`src/inc/rtccal_pkg.sv`:
```
// rtccal_pkg: register map, field layout and reset values of the calendar block
// assumes a 32-bit APB slave, one aligned word per register
package rtccal_pkg;
    // register byte offsets
    localparam logic [7:0] ADDR_HOUR_MINUTE = 8'h00;
    localparam logic [7:0] ADDR_MONTH_DAY   = 8'h04;
    localparam logic [7:0] ADDR_YEAR_WEEK   = 8'h08;
    localparam logic [7:0] ADDR_FLAGS       = 8'h0C;
    localparam logic [7:0] ADDR_ENABLES     = 8'h10;
    localparam logic [7:0] ADDR_CONTROL     = 8'h14;
    // hour/minute fields
    localparam int PM_BIT     = 14;
    localparam int HT_LSB     = 12;
    localparam int HU_LSB     = 8;
    localparam int MT_LSB     = 4;
    localparam int MU_LSB     = 0;
    // month/day fields
    localparam int MOT_BIT    = 12;
    localparam int MOU_LSB    = 8;
    localparam int DT_LSB     = 4;
    localparam int DU_LSB     = 0;
    // year/weekday fields
    localparam int WK_LSB     = 8;
    localparam int YT_LSB     = 4;
    localparam int YU_LSB     = 0;
    // control register fields
    localparam int CTL_MODE_BIT = 0;
    localparam int CTL_BUSY_BIT = 1;
    // flag positions
    localparam int FLAG_REG_DONE = 15;
    localparam int FLAG_SW_100   = 12;
    localparam int FLAG_ALARM    = 8;
    localparam int FLAG_DAY      = 7;
    localparam int FLAG_HOUR     = 6;
    localparam int FLAG_MINUTE   = 5;
    localparam int FLAG_SECOND   = 4;
    localparam int FLAG_SUB_LO   = 0;
    localparam logic [15:0] FLAG_MASK = 16'hF1FF;
    // reset values
    localparam logic [1:0] RST_HOUR_TENS   = 2'h1;
    localparam logic [3:0] RST_HOUR_UNITS  = 4'h2;
    localparam logic [3:0] RST_MONTH_UNITS = 4'h1;
    localparam logic [3:0] RST_DAY_UNITS   = 4'h1;
    // timing: busy lasts 1/256 s of a 32768 Hz count clock
    localparam int COUNT_CLK_HZ = 32768;
    localparam int BUSY_DIV     = 256;
    localparam int BUSY_TICKS   = COUNT_CLK_HZ / BUSY_DIV;
endpackage

```
`src/core/rtccal_bcd_digit.sv`:
```
// rtccal_bcd_digit: one BCD digit pair counter with load and wrap
// assumes the caller gives the wrap limit and restart value each cycle
`timescale 1ns/1ps
`default_nettype none
module rtccal_bcd_digit #(
    parameter int TW = 4
) (
    // clock and reset
    input  wire logic          ref_clk,
    input  wire logic          rst_n,
    // reset value
    input  wire logic [TW-1:0] init_tens,
    input  wire logic [3:0]    init_units,
    // control
    input  wire logic          inc,
    input  wire logic          load,
    input  wire logic [TW-1:0] load_tens,
    input  wire logic [3:0]    load_units,
    input  wire logic [TW-1:0] max_tens,
    input  wire logic [3:0]    max_units,
    input  wire logic [TW-1:0] min_tens,
    input  wire logic [3:0]    min_units,
    // state
    output logic      [TW-1:0] tens,
    output logic      [3:0]    units,
    output logic               wrap
);
    logic init_done_reg;
    assign wrap = inc && tens == max_tens && units == max_units;
    // reset value arrives from ports, so it is taken one clock after release
    always_ff @(posedge ref_clk or negedge rst_n) begin
        if (!rst_n) begin
            init_done_reg <= 1'b0;
            tens          <= '0;
            units         <= 4'h0;
        end else if (!init_done_reg) begin
            init_done_reg <= 1'b1;
            tens          <= init_tens;
            units         <= init_units;
        end else if (load) begin
            tens  <= load_tens;
            units <= load_units;
        end else if (wrap) begin
            tens  <= min_tens;
            units <= min_units;
        end else if (inc) begin
            if (units == 4'h9) begin
                units <= 4'h0;
                tens  <= tens + TW'(1);
            end else begin
                units <= units + 4'h1;
            end
        end
    end
endmodule // rtccal_bcd_digit
`default_nettype wire

```
`src/core/rtccal_top.sv`:
```
// rtccal_top: calendar counters, event flags and enables behind APB
// assumes minute_tick pulses once per minute and event inputs are one-cycle pulses
`timescale 1ns/1ps
`default_nettype none
module rtccal_top #(
    parameter int BUSY_CYCLES = rtccal_pkg::BUSY_TICKS
) (
    // clock and reset
    input  wire logic        ref_clk,
    input  wire logic        rst_n,
    // apb slave
    input  wire logic        psel,
    input  wire logic        penable,
    input  wire logic        pwrite,
    input  wire logic [7:0]  paddr,
    input  wire logic [31:0] pwdata,
    input  wire logic [3:0]  pstrb,
    output logic      [31:0] prdata,
    output logic             pready,
    output logic             pslverr,
    // links to the rest of the clock
    input  wire logic        second_step,
    input  wire logic        minute_tick,
    input  wire logic [15:0] event_pulses,
    // status out
    output logic             count_busy,
    output logic             full_day_hour_mode,
    output logic             irq
);
    logic        wr_en;
    logic        rd_en;
    logic        low_lane;
    logic        wr_hm;
    logic        wr_md;
    logic        wr_yw;
    logic        pm_reg;
    logic        mode_reg;
    logic [15:0] flags_reg;
    logic [15:0] enables_reg;
    logic [$clog2(BUSY_CYCLES+1)-1:0] busy_cnt_reg;
    logic [1:0]  hour_tens;
    logic [3:0]  hour_units;
    logic [2:0]  minute_tens;
    logic [3:0]  minute_units;
    logic [0:0]  month_tens;
    logic [3:0]  month_units;
    logic [1:0]  day_tens;
    logic [3:0]  day_units;
    logic [3:0]  year_tens;
    logic [3:0]  year_units;
    logic [2:0]  weekday_count;
    logic        hour_inc;
    logic        hour_wrap;
    logic        day_wrap;
    logic        month_wrap;
    logic        leap;
    logic [1:0]  hmax_t;
    logic [3:0]  hmax_u;
    logic [1:0]  hmin_t;
    logic [3:0]  hmin_u;
    logic [1:0]  dmax_t;
    logic [3:0]  dmax_u;
    logic [15:0] hm_word;
    logic [15:0] md_word;
    logic [15:0] yw_word;
    logic [15:0] day_set;

    // apb decode, zero wait
    assign pready   = 1'b1;
    assign pslverr  = 1'b0;
    assign wr_en    = psel && penable && pwrite;
    assign rd_en    = psel && !pwrite;
    assign low_lane = pstrb[0] && pstrb[1];
    assign wr_hm    = wr_en && low_lane && paddr == rtccal_pkg::ADDR_HOUR_MINUTE;
    assign wr_md    = wr_en && low_lane && paddr == rtccal_pkg::ADDR_MONTH_DAY;
    assign wr_yw    = wr_en && low_lane && paddr == rtccal_pkg::ADDR_YEAR_WEEK;

    always_ff @(posedge ref_clk or negedge rst_n) begin
        if (!rst_n) begin
            mode_reg <= 1'b0;
        end else if (wr_en && pstrb[0] && paddr == rtccal_pkg::ADDR_CONTROL) begin
            mode_reg <= pwdata[rtccal_pkg::CTL_MODE_BIT];
        end
    end
    assign full_day_hour_mode = mode_reg;

    always_ff @(posedge ref_clk or negedge rst_n) begin
        if (!rst_n) begin
            busy_cnt_reg <= '0;
        end else if (second_step) begin
            busy_cnt_reg <= ($clog2(BUSY_CYCLES+1))'(BUSY_CYCLES);
        end else if (busy_cnt_reg != '0) begin
            busy_cnt_reg <= busy_cnt_reg - 1'b1;
        end
    end
    assign count_busy = busy_cnt_reg != '0;

    always_comb begin
        if (mode_reg) begin
            hmax_t = 2'h2;
            hmax_u = 4'h3;
            hmin_t = 2'h0;
            hmin_u = 4'h0;
        end else begin
            hmax_t = 2'h1;
            hmax_u = 4'h2;
            hmin_t = 2'h0;
            hmin_u = 4'h1;
        end
    end
    // 12-hour mode: pm flips at 11 -> 12, day advances on every 12 -> 1 wrap point, am or pm
    assign hour_inc = minute_tick && minute_tens == 3'h5 && minute_units == 4'h9;

    always_ff @(posedge ref_clk or negedge rst_n) begin
        if (!rst_n) begin
            pm_reg <= 1'b0;
        end else if (wr_hm) begin
            pm_reg <= pwdata[rtccal_pkg::PM_BIT] && !mode_reg;
        end else if (hour_inc && mode_reg) begin
            pm_reg <= 1'b0;
        end else if (hour_inc && hour_tens == 2'h1 && hour_units == 4'h1) begin
            pm_reg <= !pm_reg;
        end
    end

    rtccal_bcd_digit #(.TW(3)) u_minute (
        .ref_clk(ref_clk), .rst_n(rst_n),
        .init_tens(3'h0), .init_units(4'h0),
        .inc(minute_tick), .load(wr_hm),
        .load_tens(pwdata[rtccal_pkg::MT_LSB +: 3]),
        .load_units(pwdata[rtccal_pkg::MU_LSB +: 4]),
        .max_tens(3'h5), .max_units(4'h9), .min_tens(3'h0), .min_units(4'h0),
        .tens(minute_tens), .units(minute_units), .wrap()
    );

    rtccal_bcd_digit #(.TW(2)) u_hour (
        .ref_clk(ref_clk), .rst_n(rst_n),
        .init_tens(rtccal_pkg::RST_HOUR_TENS), .init_units(rtccal_pkg::RST_HOUR_UNITS),
        .inc(hour_inc), .load(wr_hm),
        .load_tens(pwdata[rtccal_pkg::HT_LSB +: 2]),
        .load_units(pwdata[rtccal_pkg::HU_LSB +: 4]),
        .max_tens(hmax_t), .max_units(hmax_u), .min_tens(hmin_t), .min_units(hmin_u),
        .tens(hour_tens), .units(hour_units), .wrap(hour_wrap)
    );

    // leap year test on BCD value
    assign leap = year_tens[0] ? (year_units == 4'h2 || year_units == 4'h6)
                               : (year_units == 4'h0 || year_units == 4'h4 ||
                                  year_units == 4'h8);

    always_comb begin
        dmax_t = 2'h3;
        dmax_u = 4'h1;
        if (month_tens == 1'b0 && month_units == 4'h2) begin
            dmax_t = 2'h2;
            dmax_u = leap ? 4'h9 : 4'h8;
        end else if ((month_tens == 1'b0 && (month_units == 4'h4 || month_units == 4'h6 ||
                      month_units == 4'h9)) || (month_tens == 1'b1 && month_units == 4'h1)) begin
            dmax_u = 4'h0;
        end
    end

    rtccal_bcd_digit #(.TW(2)) u_day (
        .ref_clk(ref_clk), .rst_n(rst_n),
        .init_tens(2'h0), .init_units(rtccal_pkg::RST_DAY_UNITS),
        .inc(hour_wrap), .load(wr_md),
        .load_tens(pwdata[rtccal_pkg::DT_LSB +: 2]),
        .load_units(pwdata[rtccal_pkg::DU_LSB +: 4]),
        .max_tens(dmax_t), .max_units(dmax_u), .min_tens(2'h0), .min_units(4'h1),
        .tens(day_tens), .units(day_units), .wrap(day_wrap)
    );

    rtccal_bcd_digit #(.TW(1)) u_month (
        .ref_clk(ref_clk), .rst_n(rst_n),
        .init_tens(1'b0), .init_units(rtccal_pkg::RST_MONTH_UNITS),
        .inc(day_wrap), .load(wr_md),
        .load_tens(pwdata[rtccal_pkg::MOT_BIT +: 1]),
        .load_units(pwdata[rtccal_pkg::MOU_LSB +: 4]),
        .max_tens(1'b1), .max_units(4'h2), .min_tens(1'b0), .min_units(4'h1),
        .tens(month_tens), .units(month_units), .wrap(month_wrap)
    );

    rtccal_bcd_digit #(.TW(4)) u_year (
        .ref_clk(ref_clk), .rst_n(rst_n),
        .init_tens(4'h0), .init_units(4'h0),
        .inc(month_wrap), .load(wr_yw),
        .load_tens(pwdata[rtccal_pkg::YT_LSB +: 4]),
        .load_units(pwdata[rtccal_pkg::YU_LSB +: 4]),
        .max_tens(4'h9), .max_units(4'h9), .min_tens(4'h0), .min_units(4'h0),
        .tens(year_tens), .units(year_units), .wrap()
    );

    always_ff @(posedge ref_clk or negedge rst_n) begin
        if (!rst_n) begin
            weekday_count <= 3'h0;
        end else if (wr_yw) begin
            weekday_count <= pwdata[rtccal_pkg::WK_LSB +: 3];
        end else if (hour_wrap) begin
            weekday_count <= (weekday_count == 3'h6) ? 3'h0 : weekday_count + 3'h1;
        end
    end

    // flag causes; calendar day and hour come from here
    always_comb begin
        day_set = event_pulses & rtccal_pkg::FLAG_MASK;
        day_set[rtccal_pkg::FLAG_DAY]  = event_pulses[rtccal_pkg::FLAG_DAY] || hour_wrap;
        day_set[rtccal_pkg::FLAG_HOUR] = event_pulses[rtccal_pkg::FLAG_HOUR] || hour_inc;
        day_set[rtccal_pkg::FLAG_MINUTE] = event_pulses[rtccal_pkg::FLAG_MINUTE] || minute_tick;
    end

    // write 1 clears, a set in the same cycle wins
    always_ff @(posedge ref_clk or negedge rst_n) begin
        if (!rst_n) begin
            flags_reg <= 16'h0000;
        end else begin
            flags_reg <= ((wr_en && low_lane && paddr == rtccal_pkg::ADDR_FLAGS)
                          ? (flags_reg & ~pwdata[15:0]) : flags_reg) | day_set;
        end
    end

    always_ff @(posedge ref_clk or negedge rst_n) begin
        if (!rst_n) begin
            enables_reg <= 16'h0000;
        end else if (wr_en && low_lane && paddr == rtccal_pkg::ADDR_ENABLES) begin
            enables_reg <= pwdata[15:0] & rtccal_pkg::FLAG_MASK;
        end
    end

    assign irq = |(flags_reg & enables_reg);

    // read mux
    // a pm left from 12h mode stays visible until the next hour step or hour/minute write
    assign hm_word = {1'b0, pm_reg, hour_tens, hour_units, 1'b0,
                      minute_tens, minute_units};
    assign md_word = {3'h0, month_tens, month_units, 2'h0, day_tens, day_units};
    assign yw_word = {5'h00, weekday_count, year_tens, year_units};
    always_ff @(posedge ref_clk or negedge rst_n) begin
        if (!rst_n) begin
            prdata <= 32'h0000_0000;
        end else if (rd_en && !penable) begin
            case (paddr)
                rtccal_pkg::ADDR_HOUR_MINUTE: prdata <= {16'h0000, hm_word};
                rtccal_pkg::ADDR_MONTH_DAY:   prdata <= {16'h0000, md_word};
                rtccal_pkg::ADDR_YEAR_WEEK:   prdata <= {16'h0000, yw_word};
                rtccal_pkg::ADDR_FLAGS:       prdata <= {16'h0000, flags_reg};
                rtccal_pkg::ADDR_ENABLES:     prdata <= {16'h0000, enables_reg};
                rtccal_pkg::ADDR_CONTROL:     prdata <= {30'h0, count_busy, mode_reg};
                default:                      prdata <= 32'h0000_0000;
            endcase
        end
    end

    property p_pm_zero_24h;
        @(posedge ref_clk) disable iff (!rst_n)
        wr_hm && mode_reg |=> !pm_reg;
    endproperty
    a_pm_zero_24h: assert property (p_pm_zero_24h) else $error("pm write taken in 24h");
    property p_min_range;
        @(posedge ref_clk) disable iff (!rst_n)
        minute_tick && !wr_hm && minute_tens == 3'h5 && minute_units == 4'h9
            |=> minute_tens == 3'h0 && minute_units == 4'h0;
    endproperty
    a_min_range: assert property (p_min_range) else $error("minute wrap wrong");
    property p_wk_wrap;
        @(posedge ref_clk) disable iff (!rst_n)
        hour_wrap && !wr_yw && weekday_count == 3'h6 |=> weekday_count == 3'h0;
    endproperty
    a_wk_wrap: assert property (p_wk_wrap) else $error("weekday wrap wrong");
    property p_set_wins;
        @(posedge ref_clk) disable iff (!rst_n)
        day_set[rtccal_pkg::FLAG_MINUTE] |=> flags_reg[rtccal_pkg::FLAG_MINUTE];
    endproperty
    a_set_wins: assert property (p_set_wins) else $error("flag set lost");
    property p_irq;
        @(posedge ref_clk) disable iff (!rst_n)
        |(day_set & enables_reg) && !(wr_en && paddr == rtccal_pkg::ADDR_ENABLES) |=> irq;
    endproperty
    a_irq: assert property (p_irq) else $error("irq mismatch");
    property p_busy;
        @(posedge ref_clk) disable iff (!rst_n)
        second_step |=> count_busy [*2];
    endproperty
    a_busy: assert property (p_busy) else $error("busy not held");
    property p_day_carry;
        @(posedge ref_clk) disable iff (!rst_n)
        day_wrap && !wr_md |=> day_units == 4'h1 && day_tens == 2'h0;
    endproperty
    a_day_carry: assert property (p_day_carry) else $error("day wrap wrong");
    property p_pm_clear;
        @(posedge ref_clk) disable iff (!rst_n)
        hour_inc && mode_reg && !wr_hm |=> !pm_reg;
    endproperty
    a_pm_clear: assert property (p_pm_clear) else $error("pm kept in 24h");
endmodule // rtccal_top
`default_nettype wire

```
`config.mk`:
```
export PLATFORM = sky130hd
export DESIGN_NAME = rtccal_top
export DESIGN_NICKNAME = d
export VERILOG_FILES = /design/src/inc/rtccal_pkg.sv /design/src/core/rtccal_bcd_digit.sv /design/src/core/rtccal_top.sv
export SDC_FILE = /design/constraint.sdc
export NUM_CORES = 1
export LEC_CHECK = 0
export ABC_CLOCK_PERIOD_IN_PS = 3900
export BUFFER_PORTS_ARGS = -buffer_cell sky130_fd_sc_hd__buf_2
export CAP_MARGIN = 40
export CORE_MARGIN = 3
export CORE_UTILIZATION = 40
export CTS_BUF_LIST = sky130_fd_sc_hd__clkbuf_8 sky130_fd_sc_hd__clkbuf_16
export CTS_CLUSTER_DIAMETER = 80
export DETAILED_ROUTE_END_ITERATION = 8
export SYNTH_ARGS = -nofsm -noshare
export SYNTH_HDL_FRONTEND = slang
export SYNTH_SLANG_ARGS = --single-unit
```
`constraint.sdc`:
```
create_clock -name ref_clk -period 3.9 [get_ports ref_clk]
set_input_delay 0 -clock ref_clk [delete_from_list [all_inputs] [get_ports ref_clk]]
set_output_delay 0 -clock ref_clk [all_outputs]
set_load 0.01 [all_outputs]
```
==> results of run 1 <==
[path summary, 6_finish.rpt]
| path | from | endpoint | depth (start not counted) |
|---|---|---|---|
| worst min register to register | prdata[12]$_DFFE_PN0P_ | prdata[12]$_DFFE_PN0P_ | 2 |
| worst max register to register | u_month.units[0]$_DFFE_PN0P_ | u_month.units[0]$_DFFE_PN0P_ | 6 |
| max in group asynchronous | rst_n | prdata[15]$_DFFE_PN0P_ | 3 |
| worst min-delay path | pwdata[0] | u_year.units[0]$_DFFE_PN0P_ | 3 |
| worst max-delay path | paddr[1] | flags_reg[5]$_DFF_PN0_ | 9 |
| min in group asynchronous | rst_n | busy_cnt_reg[3]$_DFFE_PN0P_ | 2 |
[routing by layer]
metal	vias up	GRT usage	share of wire
li1	2336	-	-
met1	2454	0.306	0.45
met2	163	0.342	0.48
met3	20	0.0359	0.056
met4	0	0.0602	0.015
met5	-	0	0
[cells by family after synthesis]
family          synth area share
simple gates               0.203
compound gates             0.212
flops                      0.410
buf+inv                   0.0592
mux                       0.0781
fa+ha+maj                 0.0270
xor+xnor                 0.00946
other cells              0.00135
[cell type report]
type / count / area share
Inverter: 19 / 0.0106
Tap cell: 176 / 0.0328
Multi-Input combinational cell: 448 / 0.450
Clock inverter: 5 / 0.0153
Timing Repair Buffer: 112 / 0.117
Sequential cell: 91 / 0.339
Clock buffer: 10 / 0.0356
[worst min-delay path, delay by kind of cell]
family | cells | cell delay, ps
AO/OA/AOI/OAI | 1 | 50
AND/OR/NAND/NOR | 1 | 120
buffers and inverters | 1 | 160
[power breakdown]
part	internal [uW]	total [uW]	switching (uW)
clock network	639	1020	380
registers	982	1020	38.7
logic	129	292	164
total	1750	2330	582
[layout by cell type, fill, tap and decap left out, drive strengths merged, types with 3 or more instances in the layout]
master and n:
dfrtp 91, buf 73, nand2 61, o21ai 50, dlygate4sd3 39, nor2 39, nand3 27, a21oi 27
inv 20, conb 19, mux2 17, nor3 15, a21o 13, ha 12, a22oi 11, a31oi 11
a211oi 11, clkbuf 10, mux4 9, and3 9, a211o 7, nor2b 7, nor4 7, nand3b 6
o211ai 6, o31ai 5, nand4 5, a22o 5, or4 4, nor3b 4, mux2i 4, xnor2 4
a21boi 4, a221oi 3, or3 3, nand2b 3, bufinv 3, or3b 3
[per-stage QoR]
step / util / total power, uW
after global routing: 0.501 / 2430
after CTS: 0.501 / 2360
after global placement: 0.446 / 1290
after floorplan: - / 1220
after detailed placement: 0.446 / 1310
final: 0.501 / 2330
==> impl_metrics.py, run 1 <==
metrics = {
    "detailed_routing": {
        "ant_nets": 0,
        "wl_per_cell_um": 18.7,
        "viasPerCell": 5.78,
        "vias": 4973,
        "first_pass_iters": 5,
        "drt-initial-drc-count": 358,
        "wl_um": 16100,
        "drc": 0,
    },
    "critical_path": {
        "crit_chain": "buf_2, or4_1, nor3_2, nand2_1, nor2_1, buf_4, nand2_1, a211o_1, dlygate4sd3_1",
        "crit_type": "in -> reg",
        "start_kind": "primary input",
        "end_kind": "register",
        "critPathSlowestCell": "nor3_2",
        "critPathMaxStageDelay_ps": 630,
        "cp_common_cell": "nand2_1",
        "cp_top_family": "simple AND/OR/NAND/NOR gates",
        "cp.required_ps": 4140,
        "rrSetupSlack_ps": 1170,
        "cp_max_fo": 13,
        "crit_buf_inv": 3,
        "worstPathArrival_ps": 3020,
    },
    "placed_design": {
        "gp_congestion": 0.892,
        "pre_cts_ws_ps": 1120,
        "place_area_mm2": 0.00598,
        "dpl.cell_count": 807,
        "io_buffers": 64,
        "place_hpwl_um": 11500,
    },
    "floorplanning": {
        "die_area_mm2": 0.0153,
        "die_w_um": 124,
        "rows": 42,
        "core_area_mm2": 0.0134,
        "start_util": 0.415,
        "io_pins": 104,
        "die_h_um": 124,
    },
    "yosys": {
        "synth_common_cells": "dfrtp_1, nand2_1, o21ai_0, nor2_1",
        "yosys-top-cells-area": "dfrtp_1, o21ai_0, nand2_1",
        "synth_edf_count": 0,
        "ys_seq_elements": 91,
        "synth_area_mm2": 0.00556,
        "synth-main-ff-cell": "dfrtp_1",
        "syn_inst": 591,
        "synth_cell_type_count": 77,
        "synth_top_area_share": 0.410,
        "synthArstFlopShare": 1.00,
        "yosysMostFrequentCell": "dfrtp_1",
        "seq_area_frac_synth": 0.410,
        "yosys_warnings": 0,
        "yosys.area.top_type": "dfrtp_1",
        "avgSynthCellArea_um2": 9.40,
    },
    "finish": {
        "final_area_mm2": 0.00672,
        "multi_input_area_mm2": 0.00302,
        "final-instance-count-excl-fill": 861,
        "drive_gt1_frac": 0.185,
        "diodes": 0,
        "n_fill_cell": 1271,
        "fin_nets": 760,
        "synthToLayoutAreaGrowth_pct": 20.8,
        "regArea_mm2": 0.00228,
    },
    "grt": {
        "first_global_vias": 4635,
        "grt-ovfl-total": 0,
        "grtUsageTotal": 0.216,
        "grt_max_degree": 57,
        "grt_pass1_wl_um": 25200,
        "grt_antenna_before_repair": 0,
    },
    "sta": {
        "maxSlewHeadroom": 0.421,
        "setup_viol": 0,
        "rsz0062_at_grt": "false",
        "min_period_over_period": 0.713,
        "worst_slack_ps": 1120,
        "max_freq_mhz": 360,
        "whs_ps": 19.4,
        "skew_ps": 8.39,
        "slew_viol_final": 0,
        "worst_slew_pin_slew_ps": 866,
        "fin_crit_ps": 2780,
        "hold_viol_final": 0,
        "setup_tns_ps": 0,
    },
    "clocking": {
        "cts_sinks": 91,
        "cts_tree": "done",
        "post_cts_buffers": 0,
        "path_clk_slew_ps": 70,
        "clock-root-buffer": "clkbuf_16",
        "clk_path_buf_depth": 2,
        "cts.htree.levels": 3,
        "cts_buffers": 9,
        "cts_hold_buf": 39,
        "insertion_delay_ps": 360,
        "cts-resized-gates": 0,
    },
    "pwr": {
        "pwr_density_cell_mw_per_mm2": 347,
        "vdd.ir_drop.worst_uv": 225,
        "leakage_uw": 0.00281,
    },
    "run": {
        "maxCapViolations": 0,
    },
    "min_path": {
        "hold_class": "in -> reg",
    },
    "status": {
        "outcome": "finished clean",
    },
}
(Power assumes the default switching activity.)
==> run 2, diff against run 1 <==
- ABC_AREA: not set -> 1
- ABC_CLOCK_PERIOD_IN_PS: 3900 -> 2900
- clock period: 3.9 -> 2.9 ns (I/O delays scaled with it)
==> impl_metrics.py, run 2 <==
metrics = {
    "grt": {
        "first_global_vias": 4935,
        "grt-ovfl-total": 0,
        "grt_antenna_before_repair": 0,
        "grtUsageTotal": 0.226,
        "grt_max_degree": 44,
        "grt_pass1_wl_um": 25900,
    },
    "placed_design": {
        "gp_congestion": 0.955,
        "place_area_mm2": 0.00591,
        "io_buffers": 64,
        "place_hpwl_um": 12300,
        "pre_cts_ws_ps": 662,
    },
    "clocking": {
        "cts_sinks": 91,
        "clock-root-buffer": "clkbuf_16",
        "cts-resized-gates": 0,
        "clk_path_buf_depth": 2,
        "insertion_delay_ps": 350,
        "cts_buffers": 9,
        "path_clk_slew_ps": 70,
        "cts.htree.levels": 3,
        "cts_tree": "done",
    },
    "floorplanning": {
        "start_util": 0.411,
        "core_area_mm2": 0.0133,
        "die_area_mm2": 0.0151,
        "rows": 42,
        "die_w_um": 123,
        "die_h_um": 123,
        "io_pins": 104,
    },
    "sta": {
        "fin_crit_ps": 2260,
        "slew_viol_final": 0,
        "min_period_over_period": 0.778,
        "worst_slew_pin_slew_ps": 816,
        "skew_ps": 6.97,
        "worst_slack_ps": 644,
        "setup_viol": 0,
        "whs_ps": 19.2,
        "max_freq_mhz": 443,
        "rsz0062_at_grt": "false",
        "setup_tns_ps": 0,
        "hold_viol_final": 0,
        "maxSlewHeadroom": 0.455,
    },
    "detailed_routing": {
        "drc": 0,
        "dr_wl_met2_um": 7660,
        "top_layer": "met4",
        "ant_nets": 0,
        "first_pass_iters": 5,
        "vias": 5257,
        "wl_um": 16400,
        "viasPerCell": 5.35,
        "wl_per_cell_um": 16.7,
        "wl_met3_um": 1140,
        "drt-met1-wl_um": 7260,
        "drt-initial-drc-count": 433,
    },
    "critical_path": {
        "rrSetupSlack_ps": 640,
        "crit_type": "reg -> reg",
        "worstPathArrival_ps": 2540,
        "end_kind": "register",
        "crit_chain": "inv_1, ha_1, nand3_1, nor2_2, nand4_2, nor2_4, nand4_2, nand3_4, nand2_4, nor2_4, nand2_1, nand2_1",
        "cp_max_fo": 9,
        "start_kind": "register",
        "cp.required_ps": 3190,
        "critPathMaxStageDelay_ps": 400,
        "critPathSlowestCell": "dfrtp_1",
    },
    "finish": {
        "final_area_mm2": 0.00650,
        "fin_nets": 880,
        "n_fill_cell": 1297,
        "layout_common_cells": "nand2_1, inv_1, dfrtp_1, o21ai_0, buf_2",
        "drive_gt1_frac": 0.148,
        "final_common_cell": "nand2_1",
        "diodes": 0,
        "synthToLayoutAreaGrowth_pct": 19.0,
    },
    "yosys": {
        "syn_inst": 708,
        "synth_cell_type_count": 47,
        "synth_top_area_share": 0.417,
        "ys_seq_elements": 91,
        "yosysMostFrequentCell": "nand2_1",
        "synth_edf_count": 0,
        "seq_area_frac_synth": 0.417,
        "yosys.area.top_type": "dfrtp_1",
        "yosys-top-cells-area": "dfrtp_1, nand2_1, o21ai_0",
        "avgSynthCellArea_um2": 7.72,
        "synth-main-ff-cell": "dfrtp_1",
        "synth_common_cells": "nand2_1, dfrtp_1, inv_1, o21ai_0, nor2_1",
        "synthArstFlopShare": 1.00,
        "synth_area_mm2": 0.00547,
        "yosys_warnings": 0,
    },
    "pwr": {
        "power.internal_uw": 2270,
        "leakage_uw": 0.00315,
        "vdd.ir_drop.worst_uv": 227,
        "fin_total_pwr_uw": 3180,
        "pwr_density_cell_mw_per_mm2": 489,
        "seqPwrFrac": 0.452,
        "switchingPower_uw": 912,
        "p_comb_frac": 0.163,
        "p_sw_frac": 0.287,
        "p_clk_frac": 0.385,
    },
    "min_path": {
        "hold_class": "in -> reg",
    },
    "run": {
        "maxCapViolations": 0,
    },
    "status": {
        "outcome": "finished clean",
    },
}
## run 2: worst max-delay path: cells and delay by family, from the launching register on
kind          cells  cell delay, ps
buf+inv           1             150
simple gates     10            1460
flops             1             400
fa+ha+maj         1             190
## run 2: cell families (layout without fill, tap and decap cells)
logic type      Yosys count  count (layout)  share of synthesized area
xor+xnor                 12              12                     0.0192
compound gates          177             177                      0.196
other cells               2              19                    0.00137
buf+inv                 136             217                      0.109
fa+ha+maj                12              12                     0.0275
simple gates            278             278                      0.230
flops                    91              91                      0.417
## run 2: repair_timing
item | in CTS | in global routing
setup buffers | 0 | 0
hold endpoints to repair | 74 | 0
hold buffers | 29 | 0
## run 2: final timing paths
path                                          startpoint                           to  depth (start not counted)
max                        u_minute.units[1]$_DFFE_PN0P_   u_year.tens[0]$_DFFE_PN0P_                         12
min                                            pwdata[2]   u_day.units[2]$_DFFE_PN0P_                          5
max reg2reg                u_minute.units[1]$_DFFE_PN0P_   u_year.tens[0]$_DFFE_PN0P_                         12
min reg2reg                        prdata[2]$_DFFE_PN0P_        prdata[2]$_DFFE_PN0P_                          2
max in group asynchronous                          rst_n   enables_reg[0]$_DFFE_PN0P_                          3
min in group asynchronous                          rst_n  busy_cnt_reg[5]$_DFFE_PN0P_                          2
## run 2: power groups by stage
stage / combinational [uW] / clock (uW) / sequential (uW)
after floorplan: 345 / 0 / 1440
after global placement: 474 / 0 / 1460
after detailed placement: 484 / 0 / 1460
after CTS: 517 / 1250 / 1440
after global routing: 589 / 1300 / 1450
final: 517 / 1220 / 1440
## run 2: area by class of cell
class | count | area (um^2) | share of cell area
multi-input cells | 498 | 2660 | 0.408
flip-flops and latches | 91 | 2280 | 0.350
repair buffers | 100 | 666 | 0.102
inverters | 101 | 379 | 0.0583
clock buffers | 11 | 253 | 0.0389
well taps | 176 | 220 | 0.0339
clock inverters | 5 | 53.8 | 0.00827
## run 2: through the flow
step,instances,util
final,982,0.489
after global routing,982,0.489
after CTS,982,0.489
after detailed placement,937,0.444
after global placement,937,0.444
after floorplan,725,-
## run 2: per-layer routing
layer | vias to the layer above | global-route usage
met5 | - | 0
met4 | 0 | 0.0896
met3 | 23 | 0.0288
met2 | 211 | 0.358
met1 | 2504 | 0.314
li1 | 2519 | -
==> run 3, diff against run 2 <==
- ABC_CLOCK_PERIOD_IN_PS: 2900 -> 2100
- clock period: 2.9 -> 2.1 ns (I/O delays scaled with it)
==> impl_metrics.py, run 3 (synthesized netlist as in run 2, its figures left out) <==
metrics = {
    "status": {
        "outcome": "finished clean",
    },
    "floorplanning": {
        "rows": 42,
        "start_util": 0.411,
        "io_pins": 104,
        "die_area_mm2": 0.0151,
        "die_w_um": 123,
        "core_area_mm2": 0.0133,
        "die_h_um": 123,
    },
    "pwr": {
        "p_clk_frac": 0.379,
        "power.internal_uw": 3100,
        "pwr_density_cell_mw_per_mm2": 657,
        "leakage_uw": 0.00324,
        "p_sw_frac": 0.289,
        "vdd.ir_drop.worst_uv": 343,
        "switchingPower_uw": 1260,
        "p_comb_frac": 0.167,
        "seqPwrFrac": 0.454,
    },
    "critical_path": {
        "cp.required_ps": 2380,
        "start_kind": "register",
        "end_kind": "register",
        "startpoint": "u_minute.units[1]$_DFFE_PN0P_",
        "cp_max_fo": 10,
        "worstPathArrival_ps": 2220,
        "crit_type": "reg -> reg",
        "r2r-start": "u_minute.units[1]$_DFFE_PN0P_",
    },
    "sta": {
        "rsz0062_at_grt": "false",
        "worst_slew_pin_slew_ps": 834,
        "setup_tns_ps": 0,
        "min_period_over_period": 0.926,
        "fin_crit_ps": 1940,
        "skew_ps": 4.79,
        "slew_viol_final": 0,
        "hold_viol_final": 0,
        "maxSlewHeadroom": 0.443,
        "setup_viol": 0,
        "max_freq_mhz": 514,
    },
    "grt": {
        "grt-ovfl-total": 0,
        "first_global_vias": 4939,
        "grtUsageTotal": 0.224,
        "grt_antenna_before_repair": 0,
        "grt_max_degree": 50,
        "grt_pass1_wl_um": 25800,
    },
    "detailed_routing": {
        "drc": 0,
        "ant_nets": 0,
        "first_pass_iters": 5,
        "vias": 5291,
        "wl_per_cell_um": 16.6,
        "viasPerCell": 5.30,
        "drt-initial-drc-count": 442,
        "wl_um": 16600,
    },
    "finish": {
        "final_common_cell": "nand2_1",
        "drive_gt1_frac": 0.174,
        "fin_util": 0.500,
        "fin_nets": 896,
        "diodes": 0,
        "n_fill_cell": 1301,
        "synthToLayoutAreaGrowth_pct": 21.7,
        "final-instance-count-excl-fill": 998,
        "layout_common_cells": "nand2_1, inv_1, dfrtp_1, o21ai_0, buf_2",
    },
    "clocking": {
        "clk_path_buf_depth": 2,
        "insertion_delay_ps": 350,
        "clock-root-buffer": "clkbuf_16",
        "cts.htree.levels": 3,
        "cts_tree": "done",
        "path_clk_slew_ps": 70,
        "cts_buffers": 9,
        "cts_sinks": 91,
    },
    "placed_design": {
        "dpl.cell_count": 950,
        "place_hpwl_um": 12500,
        "io_buffers": 64,
        "gp_congestion": 0.932,
    },
    "run": {
        "maxCapViolations": 0,
    },
    "min_path": {
        "hold_class": "in -> reg",
        "hold_start": "pwdata[1]",
    },
}
==> run 3: cell count changes in the layout (fill, tap and decap cells not counted), sizes merged <==
cell,delta
clkinvlp,+1
buf,+18
clkbuf,-1
dlygate4sd3,-2
==> run 3: timing repair <==
| action | CTS | global route |
|---|---|---|
| resized for setup | 0 | 7 |
| hold endpoints to repair | 74 | 0 |
| endpoints found under the setup margin | 0 | 8 |
| buffers inserted | 0 | 5 |
| hold buffers | 27 | 0 |
==> run 3: metal layers <==
| metal | vias to the layer above | GRT usage | wire, um |
|---|---|---|---|
| met2 | 209 | 0.343 | 7460 |
| met5 | - | 0 | 0 |
| met3 | 35 | 0.0371 | 1090 |
| met4 | 0 | 0.0945 | 499 |
| li1 | 2550 | - | - |
| met1 | 2497 | 0.314 | 7510 |
==> run 3: final timing paths <==
kind	to	depth (start not counted)	slack, ps
worst max-delay path	u_hour.tens[1]$_DFFE_PN0P_	11	160
worst min register to register	prdata[10]$_DFFE_PN0P_	2	480
worst max register to register	u_hour.tens[1]$_DFFE_PN0P_	11	160
min in group asynchronous	busy_cnt_reg[3]$_DFFE_PN0P_	2	180
worst min-delay path	u_minute.units[1]$_DFFE_PN0P_	3	5
max in group asynchronous	u_month.units[1]$_DFFE_PN0P_	3	1230
==> run 3: power by group through the flow <==
stage,clock network [uW],registers (uW),logic (uW)
2_1_floorplan,0,1980,476
3_3_place_gp,0,2010,662
3_5_place_dp,0,2010,675
4_1_cts,1680,1980,720
5_1_grt,1730,2000,830
6_report,1660,1980,727
==> run 3: critical path, cell delays in order (launching register included) <==
cell and delay [ps]:
dfrtp_1 400, inv_1 100, ha_1 160, nand3_1 130, nor2_2 140, buf_4 190, nand3_1 120, inv_2 130
nor2_1 70, o21ai_2 180, o2111ai_1 130, o21ai_0 100
==> run 3: layout make-up <==
cell class	count	area, um^2	share of cell area
Tap cell	176	220	0.0331
Multi-Input combinational cell	498	2670	0.401
Inverter	101	379	0.0570
Clock inverter	6	57.6	0.00865
Timing Repair Buffer	116	806	0.121
Sequential cell	91	2280	0.343
Clock buffer	10	239	0.0359
==> run 3: metrics by stage <==
| step | total power, uW | setup slack [ps] | hold slack (ps) | area [um^2] |
|---|---|---|---|---|
| finish | 4370 | 155 | 4.86 | 6650 |
| global route | 4560 | 4.74 | 22.0 | 6650 |
| CTS | 4380 | 121 | 0.385 | 6590 |
| detailed placement | 2690 | 138 | 41.6 | 6020 |
| global placement | 2670 | 199 | 41.3 | 6020 |
| floorplan | 2460 | 381 | -296 | 5530 |
